==> src/design/bcx_pkg.sv <==
package bcx_pkg;

    // quarter phases of one instruction cycle
    typedef enum logic [1:0] {
        BCX_Q1,
        BCX_Q2,
        BCX_Q3,
        BCX_Q4
    } bcx_phase_t;

    typedef enum logic [3:0] {
        BCX_OP_OTHER,
        BCX_OP_SKIP_BIT,
        BCX_OP_TOGGLE,
        BCX_OP_CALL,
        BCX_OP_CLEAR,
        BCX_OP_WDOG_CLR,
        BCX_OP_COMP,
        BCX_OP_SKIP_EQ,
        BCX_OP_SKIP_GT
    } bcx_op_t;

    // opcode patterns, compared against the top bits of the word
    localparam logic [4:0]  OPC_SKIP_BIT = 5'h12;
    localparam logic [4:0]  OPC_TOGGLE   = 5'h07;
    localparam logic [2:0]  OPC_CALL     = 3'h7;
    localparam logic [6:0]  OPC_CLEAR    = 7'h14;
    localparam logic [6:0]  OPC_COMP     = 7'h09;
    localparam logic [7:0]  OPC_SKIP_EQ  = 8'h31;
    localparam logic [7:0]  OPC_SKIP_GT  = 8'h32;
    localparam logic [15:0] OPC_WDOG_CLR = 16'h0004;

    // field positions inside the instruction word
    localparam int unsigned BIT_SEL_LSB  = 8;
    localparam int unsigned DEST_BIT     = 8;
    localparam int unsigned CALL_LIT_MSB = 12;

    // register map, byte addresses
    localparam logic [7:0] REG_CTRL   = 8'h00;
    localparam logic [7:0] REG_WORK   = 8'h04;
    localparam logic [7:0] REG_STATUS = 8'h08;
    localparam logic [7:0] REG_PC_HIGH = 8'h0C;

    // reset values
    localparam logic       RST_EXEC_EN = 1'b1;
    localparam logic [7:0] RST_WORK    = 8'h00;
    localparam logic [7:0] RST_PC_HIGH = 8'h00;
    localparam logic       RST_FLAG_N  = 1'b1;

    typedef struct packed {
        logic       rd;
        logic       wr;
        logic [7:0] addr;
        logic [7:0] wdata;
    } bcx_dmem_req_t;

    typedef struct packed {
        logic        load;
        logic [15:0] target;
        logic        push;
        logic [15:0] ret_addr;
    } bcx_pc_req_t;

endpackage

==> src/design/bcx_exec.sv <==
module bcx_exec (
    // clock and reset
    input  wire logic                   pclk,
    input  wire logic                   presetn,
    input  wire logic                   clk_en,
    // apb slave
    input  wire logic                   psel,
    input  wire logic                   penable,
    input  wire logic                   pwrite,
    input  wire logic [7:0]             paddr,
    input  wire logic [31:0]            pwdata,
    output logic      [31:0]            prdata,
    output logic                        pready,
    output logic                        pslverr,
    // fetch side
    input  wire logic [15:0]            instr_word,
    input  wire logic [15:0]            pc_cur,
    output logic                        squash_fetch,
    output bcx_pkg::bcx_phase_t         phase,
    // data memory
    output bcx_pkg::bcx_dmem_req_t      dmem,
    input  wire logic [7:0]             dmem_rdata,
    // program counter and stack
    output bcx_pkg::bcx_pc_req_t        pc_req,
    output logic      [7:0]             pc_high_latch,
    // working register and status
    output logic      [7:0]             working_reg,
    output logic                        zero_flag,
    output logic                        timeout_flag_n,
    output logic                        powerdown_flag_n,
    // watchdog
    input  wire logic                   wdt_timeout_evt,
    input  wire logic                   sleep_evt,
    output logic                        wdt_clr,
    output logic                        wdt_post_clr
);
    import bcx_pkg::*;

    function automatic bcx_op_t bcx_decode(input logic [15:0] w);
        bcx_op_t r;
        r = BCX_OP_OTHER;
        if (w[15:13] == OPC_CALL)
            r = BCX_OP_CALL;
        else if (w[15:11] == OPC_SKIP_BIT)
            r = BCX_OP_SKIP_BIT;
        else if (w[15:11] == OPC_TOGGLE)
            r = BCX_OP_TOGGLE;
        else if (w[15:9] == OPC_CLEAR)
            r = BCX_OP_CLEAR;
        else if (w[15:9] == OPC_COMP)
            r = BCX_OP_COMP;
        else if (w[15:8] == OPC_SKIP_EQ)
            r = BCX_OP_SKIP_EQ;
        else if (w[15:8] == OPC_SKIP_GT)
            r = BCX_OP_SKIP_GT;
        else if (w == OPC_WDOG_CLR)
            r = BCX_OP_WDOG_CLR;
        return r;
    endfunction

    logic [15:0] ir;
    logic [7:0]  opnd;
    logic [7:0]  result;
    logic        wr_mem;
    logic        wr_work;
    logic        skip_pend;
    logic        forced_nop;
    logic        exec_en;
    bcx_op_t     op;
    logic        active;
    logic [2:0]  bit_sel;
    logic        bit_val;
    logic        eq_hit;
    logic        gt_hit;
    logic        uses_mem;
    logic        apb_wr;
    logic [8:0]  cmp_diff;

    assign op       = bcx_decode(ir);
    assign active   = exec_en && !forced_nop;
    assign bit_sel  = ir[BIT_SEL_LSB +: 3];
    assign bit_val  = opnd[bit_sel];
    // difference is only looked at, never stored
    assign cmp_diff = {1'b0, opnd} - {1'b0, working_reg};
    assign eq_hit   = (cmp_diff == 9'h000);
    assign gt_hit   = !cmp_diff[8] && !eq_hit;
    assign uses_mem = (op == BCX_OP_SKIP_BIT) || (op == BCX_OP_TOGGLE) || (op == BCX_OP_CLEAR) ||
                      (op == BCX_OP_COMP) || (op == BCX_OP_SKIP_EQ) || (op == BCX_OP_SKIP_GT);

    // quarter phase counter
    always_ff @(posedge pclk or negedge presetn) begin
        if (!presetn)
            phase <= BCX_Q1;
        else if (clk_en)
            phase <= bcx_phase_t'(phase + 2'h1);
    end

    // instruction latch, taken at the close of Q1
    always_ff @(posedge pclk or negedge presetn) begin
        if (!presetn)
            ir <= 16'h0000;
        else if (clk_en && phase == BCX_Q1)
            ir <= instr_word;
    end

    // operand read in Q2; the memory answers in the same clock
    always_ff @(posedge pclk or negedge presetn) begin
        if (!presetn)
            opnd <= 8'h00;
        else if (clk_en && phase == BCX_Q2)
            opnd <= dmem_rdata;
    end

    assign dmem.rd    = (phase == BCX_Q2) && active && uses_mem;
    assign dmem.wr    = (phase == BCX_Q4) && wr_mem;
    assign dmem.addr  = ir[7:0];
    assign dmem.wdata = result;

    // execute in Q3: result and destinations
    always_ff @(posedge pclk or negedge presetn) begin
        if (!presetn) begin
            result  <= 8'h00;
            wr_mem  <= 1'b0;
            wr_work <= 1'b0;
        end else if (clk_en && phase == BCX_Q3) begin
            result  <= 8'h00;
            wr_mem  <= 1'b0;
            wr_work <= 1'b0;
            if (active) begin
                unique case (op)
                    BCX_OP_TOGGLE: begin
                        result <= opnd ^ (8'h01 << bit_sel);
                        wr_mem <= 1'b1;
                    end
                    BCX_OP_CLEAR: begin
                        result  <= 8'h00;
                        wr_mem  <= 1'b1;
                        wr_work <= !ir[DEST_BIT];
                    end
                    BCX_OP_COMP: begin
                        result  <= ~opnd;
                        wr_mem  <= ir[DEST_BIT];
                        wr_work <= !ir[DEST_BIT];
                    end
                    default: begin
                        result <= 8'h00;
                    end
                endcase
            end
        end else if (clk_en && phase == BCX_Q4) begin
            wr_mem  <= 1'b0;
            wr_work <= 1'b0;
        end
    end

    // skip decision at the close of Q3, from the Q2 operand
    always_ff @(posedge pclk or negedge presetn) begin
        if (!presetn)
            skip_pend <= 1'b0;
        else if (clk_en && phase == BCX_Q3)
            skip_pend <= active && ((op == BCX_OP_SKIP_BIT && bit_val) ||
                                    (op == BCX_OP_SKIP_EQ && eq_hit) ||
                                    (op == BCX_OP_SKIP_GT && gt_hit) ||
                                    op == BCX_OP_CALL);
        else if (clk_en && phase == BCX_Q4)
            skip_pend <= 1'b0;
    end

    // the fetch drops its prefetched word while this is high
    assign squash_fetch = skip_pend && (phase == BCX_Q4);

    // following cycle runs as a forced no-operation
    always_ff @(posedge pclk or negedge presetn) begin
        if (!presetn)
            forced_nop <= 1'b0;
        else if (clk_en && phase == BCX_Q4)
            forced_nop <= skip_pend;
    end

    // call: push, load and latch at the close of Q3
    always_ff @(posedge pclk or negedge presetn) begin
        if (!presetn) begin
            pc_req        <= '0;
            pc_high_latch <= RST_PC_HIGH;
        end else if (clk_en) begin
            pc_req <= '0;
            if (phase == BCX_Q3 && active && op == BCX_OP_CALL) begin
                pc_req.push     <= 1'b1;
                pc_req.ret_addr <= pc_cur + 16'h0001;
                pc_req.load     <= 1'b1;
                pc_req.target   <= {pc_cur[15:13], ir[CALL_LIT_MSB:0]};
                pc_high_latch   <= {pc_cur[15:13], ir[CALL_LIT_MSB:8]};
            end
        end
    end

    // watchdog clear strobes, both in Q4 of the same instruction
    assign wdt_clr      = (phase == BCX_Q4) && active && (op == BCX_OP_WDOG_CLR);
    assign wdt_post_clr = wdt_clr;

    // clear watchdog outranks a same-cycle timeout or sleep event
    always_ff @(posedge pclk or negedge presetn) begin
        if (!presetn) begin
            timeout_flag_n   <= RST_FLAG_N;
            powerdown_flag_n <= RST_FLAG_N;
        end else if (clk_en) begin
            if (wdt_clr) begin
                timeout_flag_n   <= 1'b1;
                powerdown_flag_n <= 1'b1;
            end else begin
                if (wdt_timeout_evt)
                    timeout_flag_n <= 1'b0;
                if (sleep_evt)
                    powerdown_flag_n <= 1'b0;
            end
        end
    end

    // zero flag: only complement touches it here
    always_ff @(posedge pclk or negedge presetn) begin
        if (!presetn)
            zero_flag <= 1'b0;
        else if (clk_en && phase == BCX_Q4 && active && op == BCX_OP_COMP)
            zero_flag <= (result == 8'h00);
    end

    // apb: zero wait states while enabled; frozen core stretches the access
    assign pready  = clk_en;
    assign pslverr = psel && penable &&
                     !(paddr == REG_CTRL || paddr == REG_WORK || paddr == REG_STATUS || paddr == REG_PC_HIGH);
    assign apb_wr  = psel && penable && pwrite && clk_en && !pslverr;

    always_ff @(posedge pclk or negedge presetn) begin
        if (!presetn)
            exec_en <= RST_EXEC_EN;
        else if (apb_wr && paddr == REG_CTRL)
            exec_en <= pwdata[0];
    end

    // core write in Q4 has priority over a software write
    always_ff @(posedge pclk or negedge presetn) begin
        if (!presetn)
            working_reg <= RST_WORK;
        else if (clk_en && phase == BCX_Q4 && wr_work)
            working_reg <= result;
        else if (apb_wr && paddr == REG_WORK)
            working_reg <= pwdata[7:0];
    end

    always_ff @(posedge pclk or negedge presetn) begin
        if (!presetn)
            prdata <= 32'h0000_0000;
        else if (clk_en && psel && !penable && !pwrite) begin
            unique case (paddr)
                REG_CTRL:   prdata <= {31'h0, exec_en};
                REG_WORK:   prdata <= {24'h0, working_reg};
                REG_STATUS: prdata <= {28'h0, forced_nop, zero_flag, powerdown_flag_n, timeout_flag_n};
                REG_PC_HIGH: prdata <= {24'h0, pc_high_latch};
                default:    prdata <= 32'h0000_0000;
            endcase
        end
    end
endmodule

==> config.mk <==
export PLATFORM = sky130hd
export DESIGN_NAME = bcx_exec
export DESIGN_NICKNAME = d
export VERILOG_FILES = /design/src/design/bcx_pkg.sv /design/src/design/bcx_exec.sv
export SDC_FILE = /design/constraint.sdc
export NUM_CORES = 1
export LEC_CHECK = 0
export BUFFER_PORTS_ARGS = -buffer_cell sky130_fd_sc_hd__buf_2
export CORE_MARGIN = 3
export CORE_UTILIZATION = 50
export DETAILED_ROUTE_END_ITERATION = 10
export PLACE_DENSITY = 0.93
export SLEW_MARGIN = 0
export SYNTH_ARGS = -nofsm -noshare
export SYNTH_HDL_FRONTEND = slang
export SYNTH_SLANG_ARGS = --single-unit
export TNS_END_PERCENT = 10
==> constraint.sdc <==
create_clock -name pclk -period 2.5 [get_ports pclk]
set_input_delay 0 -clock pclk [delete_from_list [all_inputs] [get_ports pclk]]
set_output_delay 0 -clock pclk [all_outputs]
set_load 0.01 [all_outputs]
### Word-level counts from Yosys, hierarchy flattened

Cells that the tools add are included.

* bits in registers: 124
* bits of input ports: 88
* output and inout port bits: 110
* word-level logic and storage cells: 139

* $add $sub $neg: 3
* order comparisons: 1
* equality and inequality tests: 22
* shift operators: 1
* mux-type cells: 28
* bitwise gates (word level): 2
* reduce and logical (&&, ||, !) cells: 63

Operators with widths (count)
* $mux 34: 1
* $pmux 8 s4: 1
* $logic_and 1x1->1: 31
* $mux 4: 7
* $mux 8: 3
* $add 16x1->16 const B: 1
* $eq 16x3->1 const B: 1
* $eq 4x3->1 const B: 4
* $eq 8x4->1 const B: 2
* $eq 8x6->1 const B: 2
* $logic_not 8->1: 2
* $pmux 8 s2: 1
* $mux 1: 12
* $logic_or 1x1->1: 11
* $logic_not 9->1: 1
* $sub 8x8->9: 1
* $eq 4x2->1 const B: 2
* $eq 8x3->1 const B: 1
* $logic_not 1->1: 8
* $not 8->8: 1
* $reduce_bool 2->1: 4
* $shl 1x3->8 const A: 1
* $xor 8x8->8: 1
* $eq 7x4->1 const B: 1
* 16 further kinds: 20

### Depth between registers and ports, before layout

Gate-level depths: netlist of run 1.

* depth after elaboration: 16
* mapped depth: 9
* gate-level depth less buffers: 8

### Worst setup path after synthesis of run 1

No wires, ideal clock.

* path kind: register -> register
* start: register working_reg[1]
* end: register skip_pend
* setup time: 0.128 ns
* data arrival time: 1.988 ns
* required time: 2.372 ns
* path slack: 0.383 ns
* stages on the path, launching flop included: 9
* path buffers: 0
* clock period less this slack: 2.117 ns
* cell sequence: dfrtp_1 -> inv_1 -> ha_1 -> nor2b_1 -> o21a_1 -> a2111o_1 -> a221oi_1 -> a31o_2 -> nand3_1

* longest elaborated chain between the ends: 9
* elaborated cells between the ends (all ways): 12
* classes of those cells: add/sub: 1; mux: 1; reduce/logical: 10

RTL lines
* start, declared: RTL line bcx_exec.sv:27 `output logic [7:0] working_reg,`
* start signal, assigned: RTL line bcx_exec.sv:245 `working_reg <= result;`
* start signal, assigned: RTL line bcx_exec.sv:247 `working_reg <= pwdata[7:0];`
* $sub 8x8->9 (*): RTL line bcx_exec.sv:84 `assign cmp_diff = {1'b0, opnd} - {1'b0, working_reg};`
* $logic_not 9->1: RTL line bcx_exec.sv:85 `assign eq_hit = (cmp_diff == 9'h000);`
* $logic_not 1->1: RTL line bcx_exec.sv:86 `assign gt_hit = !cmp_diff[8] && !eq_hit;`
* $logic_and 1x1->1: RTL line bcx_exec.sv:86
* $logic_and 1x1->1: RTL line bcx_exec.sv:163 `(op == BCX_OP_SKIP_GT && gt_hit) ||`
* $logic_or 1x1->1 (*): RTL line bcx_exec.sv:162 `(op == BCX_OP_SKIP_EQ && eq_hit) ||`
* $logic_or 1x1->1 (*): RTL line bcx_exec.sv:163
* $logic_and 1x1->1 (*): RTL line bcx_exec.sv:161 `skip_pend <= active && ((op == BCX_OP_SKIP_BIT && bit_val) ||`
* $mux 1 (*): RTL line bcx_exec.sv:160 `else if (clk_en && phase == BCX_Q3)`
* end signal, assigned: RTL line bcx_exec.sv:161
* end, declared: RTL line bcx_exec.sv:66 `logic skip_pend;`

Every way passes the cells marked *; elsewhere a longest branch is shown, timed or not.
A chain may end at the register's enable or synchronous reset.

### Final worst setup path of run 1

Same ends and word-level chain as after synthesis.

==> flow_summary.toml, run 1 <==
[run_status]
status = "finished, final reports clean"

[routing]
routedWlPerCell_um = 16.6
drtAntennaViolNets = 0
routed_wl_um = 14800
dr.first_iter.drc_count = 383
viasPerCell = 5.39
first_pass_iters = 5
num_vias = 4818
drc = 0

[placed_design]
placed_area_um2 = 6110
io_buffers = 149
place_inst = 824
preCtsSetupSlack_ps = 330
place_hpwl_um = 10400
gp_congestion = 0.866

[sta]
min_period_ps = 2190
fmax_ghz = 0.457
hold_ws_ps = 36.0
period_share_pct = 87.6
rsz0062_at_grt = "no"
clock_skew_ps = 17.3
setup_viol_count_final = 0
setup_tns_ps = 0
slew_headroom_pct = 54.5
timing_hold_violations_final = 0
fin_ws_ps = 310
finalMaxSlewViolations = 0
tightest_slew_ps = 681

[layout]
antenna_cells = 0
syn2layout_area_growth_pct = 26.4
final_cell_mix = "buf_2, dfrtp_1, nand2_1"
stdcell_area_um2 = 6830
nets = 854
fillers = 818
top_register = "pc_req"
final_common_cell = "buf_2"
post-route-util_pct = 65.6
reg.largest.list = "pc_req (33), ir (16)"
largest_reg_flops = 33
drive_gt1_share_pct = 28.5
instances_no_fill = 894

[logic_synthesis]
synth_warnings = 0
synth-xor-area-share_pct = 3.24
syn_avg_cell_area_um2 = 9.60
synthArstFlopShare_pct = 100
yosys.area_share.simple_pct = 15.3
ys_ff_latch = 99
synth.area.mux_share_pct = 9.24
synth_edf_count = 0
syn_inst = 563
synthAdderAreaFrac_pct = 3.01
synth_compound_area_share_pct = 13.0
yosysSeqAreaShare_pct = 45.9
synth_top_area_share_pct = 44.5
synth_top_family_by_area = "simple AND/OR/NAND/NOR gates"
synth_area_leaders = "dfrtp_1, mux2_2, nand2_1, buf_4, o21ai_0"
synth-main-ff-cell = "dfrtp_1"
syn-cell-area_um2 = 5400
yosysTopAreaCell = "dfrtp_1"
ys_types = 64

[pwr]
p_switching_mw = 1.83
power_frac_seq_pct = 44.7
power.density_nw_per_um2 = 710
p_sw_share_pct = 37.7
power_mw = 4.85
internal_power_mw = 3.02
pwr-share-clk_pct = 20.4
p_leak_nw = 3.43
pwr-share-comb_pct = 34.9
max-vdd-ir-drop_mv = 0.335

[floorplan]
std_cell_rows = 37
dieHeight_um = 110
start_util_pct = 51.9
ios = 198
die_area_um2 = 12100
die_w_um = 110
core_um2 = 10400

[setup_path]
start_kind = "flop"
path_class = "reg -> reg"
crit_buf_inv = 1
required_ps = 2760
critPathSlowestCell = "dfrtp_1"
path_depth = 8
crit_family = "compound AO/OA/AOI/OAI gates"
crit_fanout = 4
cp.arrival_ps = 2450
reg2regPathDepth = 8
end_kind = "flop"
slowest_delay_ps = 410
path_cells = "inv_1, ha_1, nor2b_1, o21a_1, a2111o_1, a221oi_1, a31o_2, nand3_1"

[global_route]
antenna_found_initial = 0
gr-usage-all-layers_pct = 24.3
grt_overflow_total = 0
grt_pass1_vias = 4664
grt_max_degree = 51
grt_pass1_wl_um = 22800

[clock_tree]
tritoncts = "yes"
clk_pin_slew_ps = 100
cts_resized = 0
cts.sinks = 99
clockRootBuffer = "clkbuf_8"
ctsLongestPathBuffers = 2
cts_buffers = 9
insertion_delay_ps = 380
htree_levels = 3

[job]
max_cap_viol_count = 0

[min_path]
hold_depth = 4
hold_path_class = "in -> reg"
==> layer usage <==
layer / part of all wire (%) / wire length, um / track usage (%) / vias up
met5: 0 / 0 / 0 / -
met4: 3.1 / 466 / 11.0 / 0
met3: 6.8 / 1020 / 2.99 / 40
met2: 51 / 7510 / 41.9 / 243
met1: 39 / 5840 / 30.3 / 2272
li1: - / - / - / 2263
==> power by group through the flow <==
stage	registers (mW)	logic, mW	clock network (mW)
after floorplan	2.06	1.34	0
final	2.17	1.69	0.989
after global placement	2.15	1.55	0
after global routing	2.21	1.88	1.07
after CTS	2.15	1.68	0.996
after detailed placement	2.18	1.60	0
==> logic make-up (layout without fill, tap and decap cells) <==
kind of cell	count (synthesis)	after routing
other	1	24
xor gates and xnor gates	20	20
muxes	45	45
AOI/OAI and AO/OA	110	110
buffers and inverters	105	277
DFF	99	99
adders and majority gates	13	13
and+or+nand+nor	170	170
==> area by class of cell <==
class | instances | area (um2) | area share, %
tap | 136 | 170 | 2.49
clock buffer | 10 | 128 | 1.87
sequential | 99 | 2480 | 36.3
multi-input combinational | 382 | 2460 | 36.0
timing repair buffer | 212 | 1360 | 19.9
inverter | 49 | 184 | 2.69
clock inverter | 6 | 56.3 | 0.824
==> synth_stat cells, drive strengths merged (2+ instances only) <==
cell type,instances
dfrtp,96
nand2,79
inv,49
o21ai,46
buf,42
mux2,29
nor2,22
o22ai,22
nand3,19
mux2i,15
clkbuf,14
ha,13
xnor2,13
a21oi,11
a22o,9
and3,7
nor3,7
xor2,7
nand2b,5
nor2b,5
and2,4
nand4,4
nor3b,4
nor4,4
a22oi,3
dfstp,3
o21a,3
o32ai,2
or4,2
==> worst reg2reg max path: stages, from the launching register on <==
cell,delay (ps)
dfrtp_1,410
inv_1,60
ha_1,290
nor2b_1,160
o21a_1,180
a2111o_1,380
a221oi_1,340
a31o_2,210
nand3_1,60
==> what timing repair did <==
| action | 4_1_cts | 5_1_grt |
|---|---|---|
| endpoints found under the setup margin | 0 | 0 |
| buffers inserted | 0 | 0 |
| endpoints found under the hold margin | 105 | 0 |
| hold buffers | 54 | 0 |
==> final timing paths <==
| check | startpoint | endpoint | slack (ps) |
|---|---|---|---|
| worst max-delay path | working_reg[1]$_DFFE_PN0P_ | skip_pend$_DFFE_PN0P_ | 310 |
| worst min-delay path | penable | prdata[3]$_DFFE_PN0P_ | 40 |
| worst max register to register | working_reg[1]$_DFFE_PN0P_ | skip_pend$_DFFE_PN0P_ | 310 |
| worst min register to register | prdata[0]$_DFFE_PN0P_ | prdata[0]$_DFFE_PN0P_ | 480 |
| max in group asynchronous | presetn | exec_en$_DFFE_PN1P_ | 1480 |
| min in group asynchronous | presetn | pc_req[6]$_DFFE_PN0P_ | 170 |
No activity file was read; power rests on OpenSTA's default activity.
==> inputs of run 2 (changes only) <==
- CORE_MARGIN: 3 -> unset
==> run 2 against run 1 <==
Against the previous run: register-to-register slack lost 30 ps; cell count is the same; via count grew 1.8%; sequential power is essentially flat; non-clock buffer count is the same; sequential cell count is the same; combinational power is essentially flat; worst hold slack lost 18 ps; setup slack lost 58 ps; critical path type is now reg -> out; total power is essentially flat.
==> flow_summary.toml, run 2 (same netlist as run 1, synthesis figures left out) <==
[setup_path]
rr_startpoint = "working_reg[1]$_DFFE_PN0P_"
path_class = "reg -> out"
cp.arrival_ps = 2250
end_kind = "output port"
crit_fanout = 21
reg2reg_slack_ps = 280
reg2reg_to = "skip_pend$_DFFE_PN0P_"
critPathSlowestCell = "dfrtp_1"
reg2regPathDepth = 8
start_kind = "flop"
required_ps = 2500
path_cells = "nor2_1, nand2_1, nor4_1, buf_2"
slowest_delay_ps = 630

[layout]
nets = 854
reg.largest.list = "pc_req (33), ir (16)"
largest_reg_flops = 33
syn2layout_area_growth_pct = 26.4
drive_gt1_share_pct = 28.5
top_register = "pc_req"
antenna_cells = 0
final_cell_mix = "buf_2, dfrtp_1, nand2_1"
final_common_cell = "buf_2"
instances_no_fill = 894
fillers = 818
stdcell_area_um2 = 6830

[floorplan]
dieHeight_um = 106
die_area_um2 = 11200
die_w_um = 106
std_cell_rows = 37
ios = 198
start_util_pct = 51.9
core_um2 = 10400

[global_route]
grt_overflow_total = 0
gr-usage-all-layers_pct = 26.3
grt_pass1_vias = 4742
grt_pass1_wl_um = 23100
grt_max_degree = 53
antenna_found_initial = 0

[placed_design]
place_inst = 824
gp_congestion = 0.889
place_hpwl_um = 9960
placed_area_um2 = 6110
io_buffers = 149

[min_path]
hold_path_class = "in -> reg"
hold-path-endpoint = "prdata[3]$_DFFE_PN0P_"
hold_depth = 4
hold_start = "penable"

[clock_tree]
clk_pin_slew_ps = 100
cts_buffers = 9
htree_levels = 3
insertion_delay_ps = 370
ctsLongestPathBuffers = 2
clockRootBuffer = "clkbuf_8"
tritoncts = "yes"
cts.sinks = 99

[pwr]
p_leak_nw = 3.43
power.density_nw_per_um2 = 710
p_sw_share_pct = 37.8
power_mw = 4.85
power_frac_seq_pct = 44.6
max-vdd-ir-drop_mv = 0.336
pwr-share-comb_pct = 35.3
pwr-share-clk_pct = 20.1
internal_power_mw = 3.02
p_switching_mw = 1.83

[sta]
fmax_ghz = 0.445
rsz0062_at_grt = "no"
period_share_pct = 89.9
clock_skew_ps = 9.47
min_period_ps = 2250
finalMaxSlewViolations = 0
setup_tns_ps = 0
timing_hold_violations_final = 0
tightest_slew_ps = 669
slew_headroom_pct = 55.3
setup_viol_count_final = 0

[job]
max_cap_viol_count = 0

[routing]
first_pass_iters = 5
routedWlPerCell_um = 16.1
dr.first_iter.drc_count = 392
num_vias = 4905
drtAntennaViolNets = 0
viasPerCell = 5.49
drc = 0
routed_wl_um = 14400

[run_status]
status = "finished, final reports clean"
## run 2: per-stage QoR
stage / setup WS (ps) / hold WS (ps) / util [%]
2_1_floorplan: 383 / -296 / -
6_report: 252 / 17.9 / 65.6
5_1_grt: 99.1 / 29.0 / 65.6
3_5_place_dp: 313 / 68.3 / 58.6
3_3_place_gp: 327 / 58.7 / 58.6
4_1_cts: 252 / 12.3 / 65.6
## run 2: final cells by class
cell class | count | area (um2) | area share, %
sequential | 99 | 2480 | 36.3
tap | 136 | 170 | 2.49
multi-input combinational | 382 | 2460 | 36.0
clock inverter | 6 | 56.3 | 0.824
timing repair buffer | 212 | 1360 | 19.9
clock buffer | 10 | 128 | 1.87
inverter | 49 | 184 | 2.69
## run 2: power by group through the flow
stage	logic, mW	clock network, mW	registers, mW
2_1_floorplan	1.34	0	2.06
3_3_place_gp	1.55	0	2.16
3_5_place_dp	1.61	0	2.17
4_1_cts	1.69	0.987	2.14
5_1_grt	1.89	1.05	2.20
6_report	1.71	0.976	2.16
## run 2: critical path: cells and delay by family, from the launching register on
kind	cells	cell delay, ps
buffers and inverters	1	240
DFF	1	630
and+or+nand+nor	3	1010
## run 2: repair_timing
item,in CTS,in global routing
resized for setup,0,0
hold endpoints to repair,104,0
setup buffers,0,0
hold buffers,54,0
## run 2: worst max path at each step
stage	end	cells past startpoint	startpoint	slack (ps)
2_1_floorplan	skip_pend$_DFFE_PN0P_	8	working_reg[1]$_DFFE_PN0P_	380
3_3_place_gp	skip_pend$_DFFE_PN0P_	8	working_reg[1]$_DFFE_PN0P_	330
3_5_place_dp	skip_pend$_DFFE_PN0P_	8	working_reg[1]$_DFFE_PN0P_	310
4_1_cts	wdt_clr	5	ir[9]$_DFFE_PN0P_	250
5_1_grt	skip_pend$_DFFE_PN0P_	8	working_reg[1]$_DFFE_PN0P_	100
6_report	wdt_clr	4	ir[10]$_DFFE_PN0P_	250
## run 2: metal layers
layer | GRT usage, % | vias up | wire (um)
met5 | 0 | - | 0
met4 | 11.9 | 0 | 587
met3 | 4.60 | 51 | 879
met2 | 45.8 | 261 | 7240
met1 | 31.8 | 2334 | 5670
li1 | - | 2259 | -
==> inputs of run 3 (changes only) <==
- HOLD_SLACK_MARGIN: unset -> 0.12
==> run 3 against run 2 <==
Against the previous run: utilization grew 1.2 points; clock power grew 1%; critical endpoint unchanged; non-clock buffer count grew 13.
==> flow_summary.toml, run 3 (same netlist as run 1, synthesis figures left out) <==
[run_status]
status = "finished, final reports clean"

[clock_tree]
ctsLongestPathBuffers = 2
htree_levels = 3
clockRootBuffer = "clkbuf_8"
cts_buffers = 9
cts.sinks = 99
clk_pin_slew_ps = 100
tritoncts = "yes"
insertion_delay_ps = 380
post_cts_buffers = 0

[floorplan]
ios = 198
start_util_pct = 51.9
core_um2 = 10400
std_cell_rows = 37
dieHeight_um = 106
die_area_um2 = 11200
die_w_um = 106

[setup_path]
rr_startpoint = "working_reg[1]$_DFFE_PN0P_"
reg2reg_slack_ps = 280
cp.arrival_ps = 2250
start_kind = "flop"
end_kind = "output port"
critPathSlowestCell = "dfrtp_1"
slowest_delay_ps = 630
path_class = "reg -> out"
cp-startpoint = "ir[10]$_DFFE_PN0P_"
path_cells = "nor2_1, nand2_1, nor4_1, buf_2"
crit_buf_inv = 1
crit_family = "simple AND/OR/NAND/NOR gates"
required_ps = 2500
crit_fanout = 21

[routing]
dr.first_iter.drc_count = 446
viasPerCell = 5.47
num_vias = 4961
drc = 0
routedWlPerCell_um = 16.2
first_pass_iters = 7
drtAntennaViolNets = 0
routed_wl_um = 14700

[sta]
min_period_ps = 2250
clock_skew_ps = 15.1
setup_tns_ps = 0
hold_ws_ps = 126
slew_headroom_pct = 54.9
fmax_ghz = 0.444
rsz0062_at_grt = "no"
tightest_slew_ps = 675
period_share_pct = 90.2
setup_viol_count_final = 0
finalMaxSlewViolations = 0
timing_hold_violations_final = 0

[layout]
final_common_cell = "buf_2"
final_cell_mix = "buf_2, dfrtp_1, nand2_1"
nets = 867
largest_reg_flops = 33
syn2layout_area_growth_pct = 28.9
fillers = 800
top_register = "pc_req"
reg.largest.list = "pc_req (33), ir (16)"
antenna_cells = 0
drive_gt1_share_pct = 28.0
stdcell_area_um2 = 6960
post-route-util_pct = 66.8

[global_route]
grt_overflow_total = 0
gr-usage-all-layers_pct = 27.0
antenna_found_initial = 0
grt_max_degree = 53
grt_pass1_wl_um = 23700
grt_pass1_vias = 4862

[job]
max_cap_viol_count = 0

[placed_design]
place_hpwl_um = 9960
io_buffers = 149
gp_congestion = 0.889
placed_area_um2 = 6110

[min_path]
hold_path_class = "in -> reg"
hold_start = "psel"

[pwr]
power.density_nw_per_um2 = 701
p_leak_nw = 3.49
max-vdd-ir-drop_mv = 0.337
-- run 3: cell types whose count changed in the layout (fill, tap and decap cells not counted), sizes merged --
cell	previous run	this run
dlygate4sd3	54	67
-- run 3: layout make-up --
type	count	area [um2]	share of cell area, %
sequential	99	2480	35.6
clock inverter	6	56.3	0.809
multi-input combinational	382	2460	35.3
clock buffer	10	128	1.83
tap	136	170	2.44
inverter	49	184	2.64
timing repair buffer	225	1490	21.4
-- run 3: report_power, final --
part / switching, mW / internal, mW
sequential: 0.346 / 1.82
clock: 0.605 / 0.384
combinational: 0.899 / 0.829
total: 1.85 / 3.03
-- run 3: metal layers --
metal	vias to the layer above	global-route usage (%)	routed length [um]
met2	277	47.4	7430
li1	2286	-	-
met4	0	12.1	574
met5	-	0	0
met1	2343	32.6	5780
met3	55	4.35	932
-- run 3: path summary, 6_finish.rpt --
check / end / cells past startpoint
setup / recovery: wdt_clr / 4
hold / removal: prdata[3]$_DFFE_PN0P_ / 4
setup reg to reg: skip_pend$_DFFE_PN0P_ / 8
hold reg to reg: powerdown_flag_n$_DFFE_PN1P_ / 2
max in group asynchronous: pc_req[22]$_DFFE_PN0P_ / 3
min in group asynchronous: pc_req[10]$_DFFE_PN0P_ / 2
-- run 3: stage by stage --
| step | instances | worst slack, ps | total power, mW |
|---|---|---|---|
| after floorplan | 586 | 383 | 3.39 |
| after global placement | 824 | 327 | 3.70 |
| after detailed placement | 824 | 313 | 3.78 |
| after CTS | 907 | 252 | 4.83 |
| after global routing | 907 | 99.1 | 5.16 |
| final | 907 | 246 | 4.88 |
-- run 3: worst reg2reg max path, cell delays in order, from the launching register on --
cell and delay [ps]:
dfrtp_1 420, inv_1 70, ha_1 300, nor2b_1 160
o21a_1 180, a2111o_1 380, a221oi_1 330, a31o_2 210
nand3_1 60
-- run 3: timing repair --
| action | CTS | global route |
|---|---|---|
| endpoints found under the hold margin | 114 | 0 |
| gates resized for setup | 0 | 0 |
| endpoints found under the setup margin | 0 | 0 |
| hold buffers | 67 | 0 |
